<file path="config.mk">
export PLATFORM = sky130hd
export DESIGN_NAME = sld_supply_level_detect_control
export DESIGN_NICKNAME = d
export VERILOG_FILES = /design/src/shared/sld_pkg.sv /design/src/shared/sld_flag_if.sv /design/src/hdl/sld_supply_level_detect_control.sv /design/src/hdl/sld_flag_track.sv
export SDC_FILE = /design/constraint.sdc
export NUM_CORES = 1
export LEC_CHECK = 0
export ABC_AREA = 1
export BUFFER_PORTS_ARGS = -buffer_cell sky130_fd_sc_hd__buf_2
export CORE_AREA = 3 3 40 42
export DETAILED_ROUTE_END_ITERATION = 10
export DIE_AREA = 0 0 43 45
export PLACE_DENSITY = 0.61
export SLEW_MARGIN = 15
export SYNTH_ARGS = -nofsm -noshare
export SYNTH_HDL_FRONTEND = slang
export SYNTH_SLANG_ARGS = --single-unit
</file>
<file path="constraint.sdc">
create_clock -name i_clock -period 1 [get_ports i_clock]
set_input_delay 0.05 -clock i_clock [delete_from_list [all_inputs] [get_ports i_clock]]
set_output_delay 0.05 -clock i_clock [all_outputs]
set_load 0.02 [all_outputs]
</file>
<file path="src/shared/sld_pkg.sv">
// Behaviour
// - control bit 0 switches detection on/off
// - bits 3:2 select 2.4/2.7/3.3/3.9 V threshold
// - bit 1 is read-only below-threshold flag
// - threshold follows last written select code directly
// - reset select value resolved to table value 00
// - flag tracks comparator while detection enabled
package sld_pkg;
    localparam int ADDR_W = 8;
    localparam int DATA_W = 8;
    localparam int SEL_W = 2;
    localparam logic [ADDR_W-1:0] ADDR_LEVEL_DETECT_CONTROL = 8'hFB;
    localparam int BIT_ENABLE = 0;
    localparam int BIT_FLAG = 1;
    localparam int SEL_LSB = 2;
    localparam int SEL_MSB = 3;
    localparam logic RESET_ENABLE = 1'b0;
    localparam logic RESET_FLAG = 1'b0;
    localparam logic [SEL_W-1:0] RESET_SELECT = 2'h0;
    localparam logic [DATA_W-1:0] RESET_RDATA = 8'h00;
    localparam logic [SEL_W-1:0] SEL_2V4 = 2'h0;
    localparam logic [SEL_W-1:0] SEL_2V7 = 2'h1;
    localparam logic [SEL_W-1:0] SEL_3V3 = 2'h2;
    localparam logic [SEL_W-1:0] SEL_3V9 = 2'h3;
    typedef logic [SEL_W-1:0] sld_sel_t;
endpackage

</file>
<file path="src/shared/sld_flag_if.sv">
`timescale 1ns/10ps
interface sld_flag_if;
    logic enable;
    logic supply_below;
    logic flag;
    modport ctrl (output enable, output supply_below, input flag);
    modport track (input enable, input supply_below, output flag);
endinterface

</file>
<file path="src/hdl/sld_supply_level_detect_control.sv">
`timescale 1ns/10ps
module sld_supply_level_detect_control (
    input wire logic i_clock,
    input wire logic i_rst,
    input wire logic [sld_pkg::ADDR_W-1:0] i_addr,
    input wire logic i_wr_en,
    input wire logic i_rd_en,
    input wire logic [sld_pkg::DATA_W-1:0] i_wdata,
    input wire logic i_supply_below,
    output logic [sld_pkg::DATA_W-1:0] o_rdata,
    output logic o_detect_enable,
    output sld_pkg::sld_sel_t o_detect_threshold
);
    import sld_pkg::*;

    logic enable;
    sld_sel_t select;
    logic [DATA_W-1:0] rdata;
    logic next_enable;
    sld_sel_t next_select;
    logic [DATA_W-1:0] next_rdata;
    logic hit;
    logic [DATA_W-1:0] reg_view;
    logic wr_hit;
    logic rd_hit;
    logic wr_enable;
    sld_sel_t wr_select;
    logic shadow_enable;
    sld_sel_t shadow_select;
    logic next_shadow_enable;
    sld_sel_t next_shadow_select;
    logic [DATA_W-1:0] expect_rdata;
    logic [DATA_W-1:0] next_expect_rdata;

    sld_flag_if flag_bus ();

    assign flag_bus.enable = enable;
    assign flag_bus.supply_below = i_supply_below;

    sld_flag_track u_flag_track (
        .i_clock (i_clock),
        .i_rst (i_rst),
        .bus (flag_bus)
    );

    assign hit = (i_addr == ADDR_LEVEL_DETECT_CONTROL);
    assign wr_hit = i_wr_en & hit;
    assign rd_hit = i_rd_en & hit;
    assign wr_enable = i_wdata[BIT_ENABLE];
    assign wr_select = i_wdata[SEL_MSB:SEL_LSB];

    // control register write path; the select reaches the reference unqualified
    always_comb begin
        next_enable = enable;
        next_select = select;
        if (wr_hit) begin
            next_enable = wr_enable;
            next_select = wr_select;
            // upper bits and the flag bit are not stored
        end
    end

    always_ff @(posedge i_clock or posedge i_rst) begin
        if (i_rst) begin
            enable <= RESET_ENABLE;
            select <= RESET_SELECT;
        end else begin
            enable <= next_enable;
            select <= next_select;
        end
    end

    // register image as software sees it
    always_comb begin
        reg_view = '0;
        reg_view[BIT_ENABLE] = enable;
        reg_view[BIT_FLAG] = flag_bus.flag;
        reg_view[SEL_MSB:SEL_LSB] = select;
    end

    // read data held until the next read; unmapped reads give zero
    always_comb begin
        next_rdata = rdata;
        if (i_rd_en) begin
            next_rdata = hit ? reg_view : '0;
        end
    end

    always_ff @(posedge i_clock or posedge i_rst) begin
        if (i_rst) begin
            rdata <= RESET_RDATA;
        end else begin
            rdata <= next_rdata;
        end
    end

    assign o_rdata = rdata;
    assign o_detect_enable = enable;
    assign o_detect_threshold = select;

    // assertion-only copy of the last control write, decoded apart from the real path
    always_comb begin
        next_shadow_enable = shadow_enable;
        next_shadow_select = shadow_select;
        if (i_wr_en && (i_addr == ADDR_LEVEL_DETECT_CONTROL)) begin
            next_shadow_enable = i_wdata[BIT_ENABLE];
            next_shadow_select = i_wdata[SEL_MSB:SEL_LSB];
        end
    end

    always_ff @(posedge i_clock or posedge i_rst) begin
        if (i_rst) begin
            shadow_enable <= RESET_ENABLE;
            shadow_select <= RESET_SELECT;
        end else begin
            shadow_enable <= next_shadow_enable;
            shadow_select <= next_shadow_select;
        end
    end

    // expected read image built from the copy, for the read-path check
    always_comb begin
        next_expect_rdata = expect_rdata;
        if (i_rd_en) begin
            next_expect_rdata = '0;
            if (i_addr == ADDR_LEVEL_DETECT_CONTROL) begin
                next_expect_rdata[BIT_ENABLE] = shadow_enable;
                next_expect_rdata[BIT_FLAG] = flag_bus.flag;
                next_expect_rdata[SEL_MSB:SEL_LSB] = shadow_select;
            end
        end
    end

    always_ff @(posedge i_clock or posedge i_rst) begin
        if (i_rst) begin
            expect_rdata <= RESET_RDATA;
        end else begin
            expect_rdata <= next_expect_rdata;
        end
    end

    AST_ENABLE_WRITE: assert property (@(posedge i_clock) disable iff (i_rst)
        i_wr_en && hit |=> o_detect_enable == $past(i_wdata[BIT_ENABLE]))
        else $error("enable bit not taken from write");
    AST_SELECT_WRITE: assert property (@(posedge i_clock) disable iff (i_rst)
        i_wr_en && hit |=> o_detect_threshold == $past(i_wdata[SEL_MSB:SEL_LSB]))
        else $error("threshold select not taken from write");
    AST_SELECT_HOLDS: assert property (@(posedge i_clock) disable iff (i_rst)
        !(i_wr_en && hit) |=> $stable(o_detect_threshold) && $stable(o_detect_enable))
        else $error("control changed without a write");
    AST_RESET_VALUES: assert property (@(posedge i_clock)
        $fell(i_rst) |-> o_detect_threshold == RESET_SELECT && !o_detect_enable)
        else $error("control not at reset value after reset");
    AST_RESERVED_ZERO: assert property (@(posedge i_clock) disable iff (i_rst)
        o_rdata[DATA_W-1:SEL_MSB+1] == '0)
        else $error("reserved bits read nonzero");
    AST_READ_IMAGE: assert property (@(posedge i_clock) disable iff (i_rst)
        i_rd_en && hit && !(i_wr_en) |=> o_rdata[SEL_MSB:SEL_LSB] == $past(select)
            && o_rdata[BIT_FLAG] == $past(flag_bus.flag) && o_rdata[BIT_ENABLE] == $past(enable))
        else $error("read image wrong");
    AST_FLAG_LOW_OFF: assert property (@(posedge i_clock) disable iff (i_rst)
        !o_detect_enable ##1 !o_detect_enable && i_rd_en && hit |=> !o_rdata[BIT_FLAG])
        else $error("flag read high while detector off");
    AST_FLAG_TRACKS: assert property (@(posedge i_clock) disable iff (i_rst)
        o_detect_enable && i_supply_below ##1 i_rd_en && hit |=> o_rdata[BIT_FLAG])
        else $error("flag not read high while below");
    AST_UNMAPPED_ZERO: assert property (@(posedge i_clock) disable iff (i_rst)
        i_rd_en && !hit |=> o_rdata == '0)
        else $error("unmapped read not zero");

    AST_ENABLE_MATCHES_LAST: assert property (@(posedge i_clock) disable iff (i_rst)
        o_detect_enable == shadow_enable)
        else $error("enable differs from last written value");
    AST_SELECT_MATCHES_LAST: assert property (@(posedge i_clock) disable iff (i_rst)
        o_detect_threshold == shadow_select)
        else $error("threshold differs from last written select");
    AST_ENABLE_ONLY_ON_WRITE: assert property (@(posedge i_clock) disable iff (i_rst)
        $changed(o_detect_enable) |-> $past(wr_hit))
        else $error("enable changed without a control write");
    AST_SELECT_ONLY_ON_WRITE: assert property (@(posedge i_clock) disable iff (i_rst)
        $changed(o_detect_threshold) |-> $past(wr_hit))
        else $error("threshold changed without a control write");
    AST_FOREIGN_WRITE_IGNORED: assert property (@(posedge i_clock) disable iff (i_rst)
        i_wr_en && !hit |=> $stable(o_detect_enable) && $stable(o_detect_threshold))
        else $error("write to another address changed control");

    AST_READ_DURING_WRITE: assert property (@(posedge i_clock) disable iff (i_rst)
        rd_hit && i_wr_en |=> o_rdata[SEL_MSB:SEL_LSB] == $past(o_detect_threshold)
            && o_rdata[BIT_ENABLE] == $past(o_detect_enable))
        else $error("read beside a write did not return the old image");
    AST_RDATA_STANDS: assert property (@(posedge i_clock) disable iff (i_rst)
        $changed(o_rdata) |-> $past(i_rd_en))
        else $error("read data changed without a read");
    AST_RDATA_MATCHES_COPY: assert property (@(posedge i_clock) disable iff (i_rst)
        o_rdata == expect_rdata)
        else $error("read data differs from expected image");
    AST_RESET_READ_ZERO: assert property (@(posedge i_clock)
        $fell(i_rst) |-> o_rdata == RESET_RDATA && !flag_bus.flag)
        else $error("read data or flag not cleared by reset");

    AST_FLAG_FROM_PAST: assert property (@(posedge i_clock) disable iff (i_rst)
        flag_bus.flag == $past(o_detect_enable && i_supply_below))
        else $error("flag does not follow enabled comparator");
    AST_FLAG_CLEAR_READ: assert property (@(posedge i_clock) disable iff (i_rst)
        o_detect_enable && !i_supply_below ##1 rd_hit |=> !o_rdata[BIT_FLAG])
        else $error("flag read high while above threshold");
    AST_FLAG_IGNORES_WRITE: assert property (@(posedge i_clock) disable iff (i_rst)
        wr_hit && !o_detect_enable |=> !flag_bus.flag)
        else $error("flag taken from a write");
    AST_FLAG_OFF_AFTER_DISABLE: assert property (@(posedge i_clock) disable iff (i_rst)
        wr_hit && !wr_enable |=> ##1 !flag_bus.flag)
        else $error("flag still set after detector was switched off");
    AST_FLAG_OFF_IDLE: assert property (@(posedge i_clock) disable iff (i_rst)
        !o_detect_enable |=> !flag_bus.flag)
        else $error("flag set while detector off");

    COV_ENABLE_HIGHEST: cover property (@(posedge i_clock) disable iff (i_rst)
        i_wr_en && hit && i_wdata[BIT_ENABLE] && i_wdata[SEL_MSB:SEL_LSB] == SEL_3V9);
    COV_FLAG_SET_READ: cover property (@(posedge i_clock) disable iff (i_rst)
        i_rd_en && hit ##1 o_rdata[BIT_FLAG]);
    COV_FLAG_CLEARS: cover property (@(posedge i_clock) disable iff (i_rst)
        flag_bus.flag ##1 !flag_bus.flag);
    COV_DISABLE: cover property (@(posedge i_clock) disable iff (i_rst)
        o_detect_enable ##1 !o_detect_enable);
    COV_READ_WITH_WRITE: cover property (@(posedge i_clock) disable iff (i_rst)
        rd_hit && wr_hit);
endmodule

</file>
<file path="src/hdl/sld_flag_track.sv">
`timescale 1ns/10ps
module sld_flag_track (
    input wire logic i_clock,
    input wire logic i_rst,
    sld_flag_if.track bus
);
    import sld_pkg::*;

    logic flag;
    logic next_flag;

    // flag is forced low while the detector is off
    always_comb begin
        next_flag = bus.enable & bus.supply_below;
    end

    always_ff @(posedge i_clock or posedge i_rst) begin
        if (i_rst) begin
            flag <= RESET_FLAG;
        end else begin
            flag <= next_flag;
        end
    end

    assign bus.flag = flag;

    AST_FLAG_FOLLOWS_BELOW: assert property (@(posedge i_clock) disable iff (i_rst)
        bus.enable && bus.supply_below |=> flag)
        else $error("flag not set while enabled and below");
    AST_FLAG_CLEARS_ABOVE: assert property (@(posedge i_clock) disable iff (i_rst)
        !bus.supply_below |=> !flag)
        else $error("flag not cleared while above threshold");
    AST_FLAG_ONLY_ENABLED: assert property (@(posedge i_clock) disable iff (i_rst)
        flag |-> $past(bus.enable))
        else $error("flag set while detector was off");
endmodule

</file>
==> flow_summary.html <==
<table>
<tr><th>Metric</th><th>Value</th></tr>
<tr><th colspan="2">Clock network</th></tr>
<tr><td>Resized Gates After CTS</td><td>0</td></tr>
<tr><td>Clock sinks</td><td>8</td></tr>
<tr><td>Inserted Clock Buffers</td><td>3</td></tr>
<tr><td>Library cell used as clock root buffer</td><td>sky130_fd_sc_hd__clkbuf_4</td></tr>
<tr><td>TritonCTS clock tree</td><td>done</td></tr>
<tr><td>Clock H-tree levels</td><td>1</td></tr>
<tr><td>Maximum buffer depth of the clock tree</td><td>2</td></tr>
<tr><td>Clock insertion delay at the later pin of the skew report</td><td>0.25 ns</td></tr>
<tr><td>Clk pin slew, worst setup/hold paths</td><td>0.05 ns</td></tr>
<tr><th colspan="2">Synth</th></tr>
<tr><td>Post-synthesis cell type with the largest combined area</td><td>sky130_fd_sc_hd__dfrtp_1</td></tr>
<tr><td>Per-instance average area after synthesis</td><td>between 8 and 9 um2</td></tr>
<tr><td>Count of yosys warnings during synthesis</td><td>0</td></tr>
<tr><td>Biggest area contributors in the synthesized netlist</td><td>sky130_fd_sc_hd__dfrtp_1, sky130_fd_sc_hd__nand2_1, sky130_fd_sc_hd__buf_4, sky130_fd_sc_hd__o21ai_1, sky130_fd_sc_hd__nand4_1</td></tr>
<tr><td>Portion of the post-synthesis area used by sequential elements</td><td>52.29%</td></tr>
<tr><td>Share of the synthesized area in the top cell type</td><td>a little over half</td></tr>
<tr><td>Area of the mapped netlist</td><td>382.9 um2</td></tr>
<tr><td>Number of library cell types mapped by synthesis</td><td>10</td></tr>
<tr><td>Yosys reg bits</td><td>8</td></tr>
<tr><td>Gate Count Post-Synth</td><td>47</td></tr>
<tr><th colspan="2">Run status</th></tr>
<tr><td>Run status</td><td>finished, final reports clean</td></tr>
<tr><th colspan="2">Placed design</th></tr>
<tr><td>Global placer's final weighted congestion</td><td>0.6792</td></tr>
<tr><td>IO buf count</td><td>22</td></tr>
<tr><td>Placed cell count</td><td>83</td></tr>
<tr><th colspan="2">Final layout</th></tr>
<tr><td>Fraction of layout cells with a size suffix above 1</td><td>38.36%</td></tr>
<tr><td>Non-filler cells, final</td><td>88</td></tr>
<tr><td>Nets@finish</td><td>96</td></tr>
<tr><td>Area growth from synthesis to final layout</td><td>39.87%</td></tr>
<tr><td>Most common library cell in the layout ignoring fill and taps</td><td>sky130_fd_sc_hd__buf_2</td></tr>
<tr><td>Antenna cells</td><td>0</td></tr>
<tr><td>Leading cell types in the layout, fill and taps excluded</td><td>sky130_fd_sc_hd__buf_2, sky130_fd_sc_hd__nand2_1, sky130_fd_sc_hd__dfrtp_1</td></tr>
<tr><th colspan="2">Setup path</th></tr>
<tr><td>Critical path capture point</td><td>o_detect_enable</td></tr>
<tr><td>Slowest cell on crit path</td><td>sky130_fd_sc_hd__dfrtp_1</td></tr>
<tr><td>Crit path depth</td><td>1</td></tr>
<tr><td>Maximum fanout encountered on the critical timing path</td><td>4</td></tr>
<tr><td>Sort of element at the start of the critical path</td><td>register</td></tr>
<tr><td>Buf+Inv Stages, Crit Path</td><td>1</td></tr>
<tr><td>Number of cells on the worst reg-to-reg path</td><td>2</td></tr>
<tr><td>Stage delay of the slowest cell on the critical path</td><td>0.41 ns</td></tr>
<tr><td>Critical path capture point type</td><td>primary output</td></tr>
<tr><td>Arrival time at the worst endpoint</td><td>around 0.83 ns</td></tr>
<tr><td>Reg-to-reg slack, setup</td><td>0.35 ns</td></tr>
<tr><td>Critical path class</td><td>register to primary output</td></tr>
<tr><td>R2R Path End</td><td>o_rdata[0]</td></tr>
<tr><td>Cells traversed along the worst timing path</td><td>buf_2</td></tr>
<tr><td>Category of cells accounting for the largest share of critical-path delay</td><td>flip-flops</td></tr>
<tr><td>Critical path data required time</td><td>0.95 ns</td></tr>
<tr><td>Source of the worst register-to-register timing path</td><td>o_detect_enable</td></tr>
<tr><td>Launching element of the worst setup path</td><td>o_detect_enable</td></tr>
<tr><th colspan="2">STA</th></tr>
<tr><td>Final setup violating endpoints</td><td>0</td></tr>
<tr><td>Final cycle utilization of the critical path</td><td>87.94%</td></tr>
<tr><td>Sum of negative setup slack</td><td>0 ns</td></tr>
<tr><td>Total count of hold-check failures in the final report</td><td>0</td></tr>
<tr><td>RSZ-0062 raised after global routing</td><td>no</td></tr>
<tr><td>Time the final worst path needs with I/O delays and setup</td><td>about 0.9 ns</td></tr>
<tr><td>Max-slew violation count</td><td>0</td></tr>
<tr><td>Fmax</td><td>1137 MHz</td></tr>
<tr><td>Skew final</td><td>0.003299 ns</td></tr>
<tr><th colspan="2">Routing</th></tr>
<tr><td>Final wirelength</td><td>783 um</td></tr>
<tr><td>Number of DRC markers in iteration 0</td><td>2</td></tr>
<tr><td>Routed wire per std cell</td><td>between 8 and 9 um</td></tr>
<tr><td>Drt first pass iters</td><td>4</td></tr>
<tr><td>Total via count in the routed design</td><td>373</td></tr>
<tr><td>Number of design rule violations left after detail routing</td><td>0</td></tr>
<tr><td>Post-route antenna net violation count</td><td>0</td></tr>
<tr><td>Via-per-instance ratio</td><td>4.239</td></tr>
<tr><th colspan="2">Die</th></tr>
<tr><td>Horiz. Die Dim</td><td>roughly 43 um</td></tr>
<tr><td>Core area</td><td>1285 um2</td></tr>
<tr><td>Overall die height</td><td>45 um</td></tr>
<tr><td>Number of standard-cell rows in the floorplan</td><td>13</td></tr>
<tr><td>Die area</td><td>1935 um2</td></tr>
<tr><td>Ports</td><td>32</td></tr>
<tr><td>Initial core utilization</td><td>29.80%</td></tr>
<tr><th colspan="2">GRT</th></tr>
<tr><td>Via count of the first global-routing pass</td><td>between 300 and 400</td></tr>
<tr><td>GRT overflow</td><td>0</td></tr>
<tr><td>Initial antenna violation count</td><td>0</td></tr>
<tr><td>Maximum number of pins on one net before global-route repair</td><td>9</td></tr>
<tr><td>Overall global routing resource usage</td><td>9.933%</td></tr>
<tr><td>Global-route wire length before repair</td><td>~1300 um</td></tr>
<tr><th colspan="2">Pwr</th></tr>
<tr><td>Power per cell area</td><td>1244 nW/um2</td></tr>
<tr><td>IR Drop Worst-Case VDD</td><td>approximately 0.48 mV</td></tr>
<tr><td>Leak Pwr</td><td>0.3136 nW</td></tr>
<tr><th colspan="2">Min path</th></tr>
<tr><td>Startpoint of the most critical hold path</td><td>i_wdata[0]</td></tr>
<tr><td>Path type of the worst min-delay path</td><td>primary input to register</td></tr>
<tr><th colspan="2">Run</th></tr>
<tr><td>Max-cap violation count</td><td>0</td></tr>
</table>
[what timing repair did]
item / in CTS / in global routing
setup buffers: 0 / 0
hold endpoints to repair: 9 / 0
hold buffers: 2 / 0
[power by group]
part | total, mW | internal [mW] | leakage, nW | switching, mW
clock | 0.241 | 0.137 | 0.0138 | 0.104
sequential | 0.336 | 0.331 | 0.111 | 0.00533
combinational | 0.0892 | 0.0365 | 0.189 | 0.0527
total | 0.666 | 0.504 | 0.314 | 0.162
[metal layers]
metal	track usage [%]	share of wire (%)	routed length (um)
met1	11.94	42	329
met3	4.781	14	108
met4	7.229	1.8	14
met2	13.77	42	330
met5	0	0	0
[metrics by stage]
stage / area [um2] / hold WS (ns) / setup WS, ns / power (mW) / util (%)
after floorplan: 394.1 / -0.1343 / 0.2796 / 0.3961 / -
after global placement: 493.0 / -0.0004482 / 0.1988 / 0.4243 / 38.36
after detailed placement: 493.0 / 0.01099 / 0.1943 / 0.4266 / 38.36
after CTS: 535.5 / 0.05261 / 0.1067 / 0.6791 / 41.67
after global routing: 535.5 / 0.05928 / 0.07279 / 0.7112 / 41.67
final: 535.5 / 0.05842 / 0.1206 / 0.6662 / 41.67
[sequential cells by signal, indices dropped and copies added, names as in the netlist]
register               flops
o_detect_threshold         2
u_flag_track.bus.flag      1
o_detect_enable            1
o_rdata                    4
[synthesized netlist by cell type]
cell type                  n
sky130_fd_sc_hd__conb_1    1
sky130_fd_sc_hd__nand3_1   1
sky130_fd_sc_hd__inv_1     4
sky130_fd_sc_hd__nand4_1   3
sky130_fd_sc_hd__dfrtp_1   8
sky130_fd_sc_hd__nor2_2    2
sky130_fd_sc_hd__buf_4     4
sky130_fd_sc_hd__o21ai_1   4
sky130_fd_sc_hd__nand2_1  19
sky130_fd_sc_hd__nand2_2   1
[worst min path at each step]
stage	endpoint	slack (ns)	depth (start not counted)
3_3_place_gp	u_flag_track.bus.flag	-0.0004	2
2_1_floorplan	o_detect_enable	-0.13	1
6_report	o_detect_enable	0.06	3
3_5_place_dp	u_flag_track.bus.flag	0.01	2
4_1_cts	o_detect_enable	0.05	3
5_1_grt	o_detect_enable	0.06	3
[tightest hold or removal path, delay by kind of cell]
family | cells | cell delay (ns)
AND/OR/NAND/NOR | 2 | 0.15
buffers and inverters | 1 | 0.08
[cell families after synthesis]
family	count (synthesis)	synth area share, %
buf+inv	8	11.76
flops	8	52.29
other cells	1	0.9795
simple gates	26	29.74
compound gates	4	5.229
[layout make-up]
type / instances / area [um2]
inverters: 4 / 15.01
multi-input cells: 34 / 148.9
fillers: 143 / 749.5
well taps: 15 / 18.77
repair buffers: 24 / 130.1
flip-flops and latches: 8 / 200.2
clock buffers: 3 / 22.52
No activity file was read; power rests on OpenSTA's default activity.
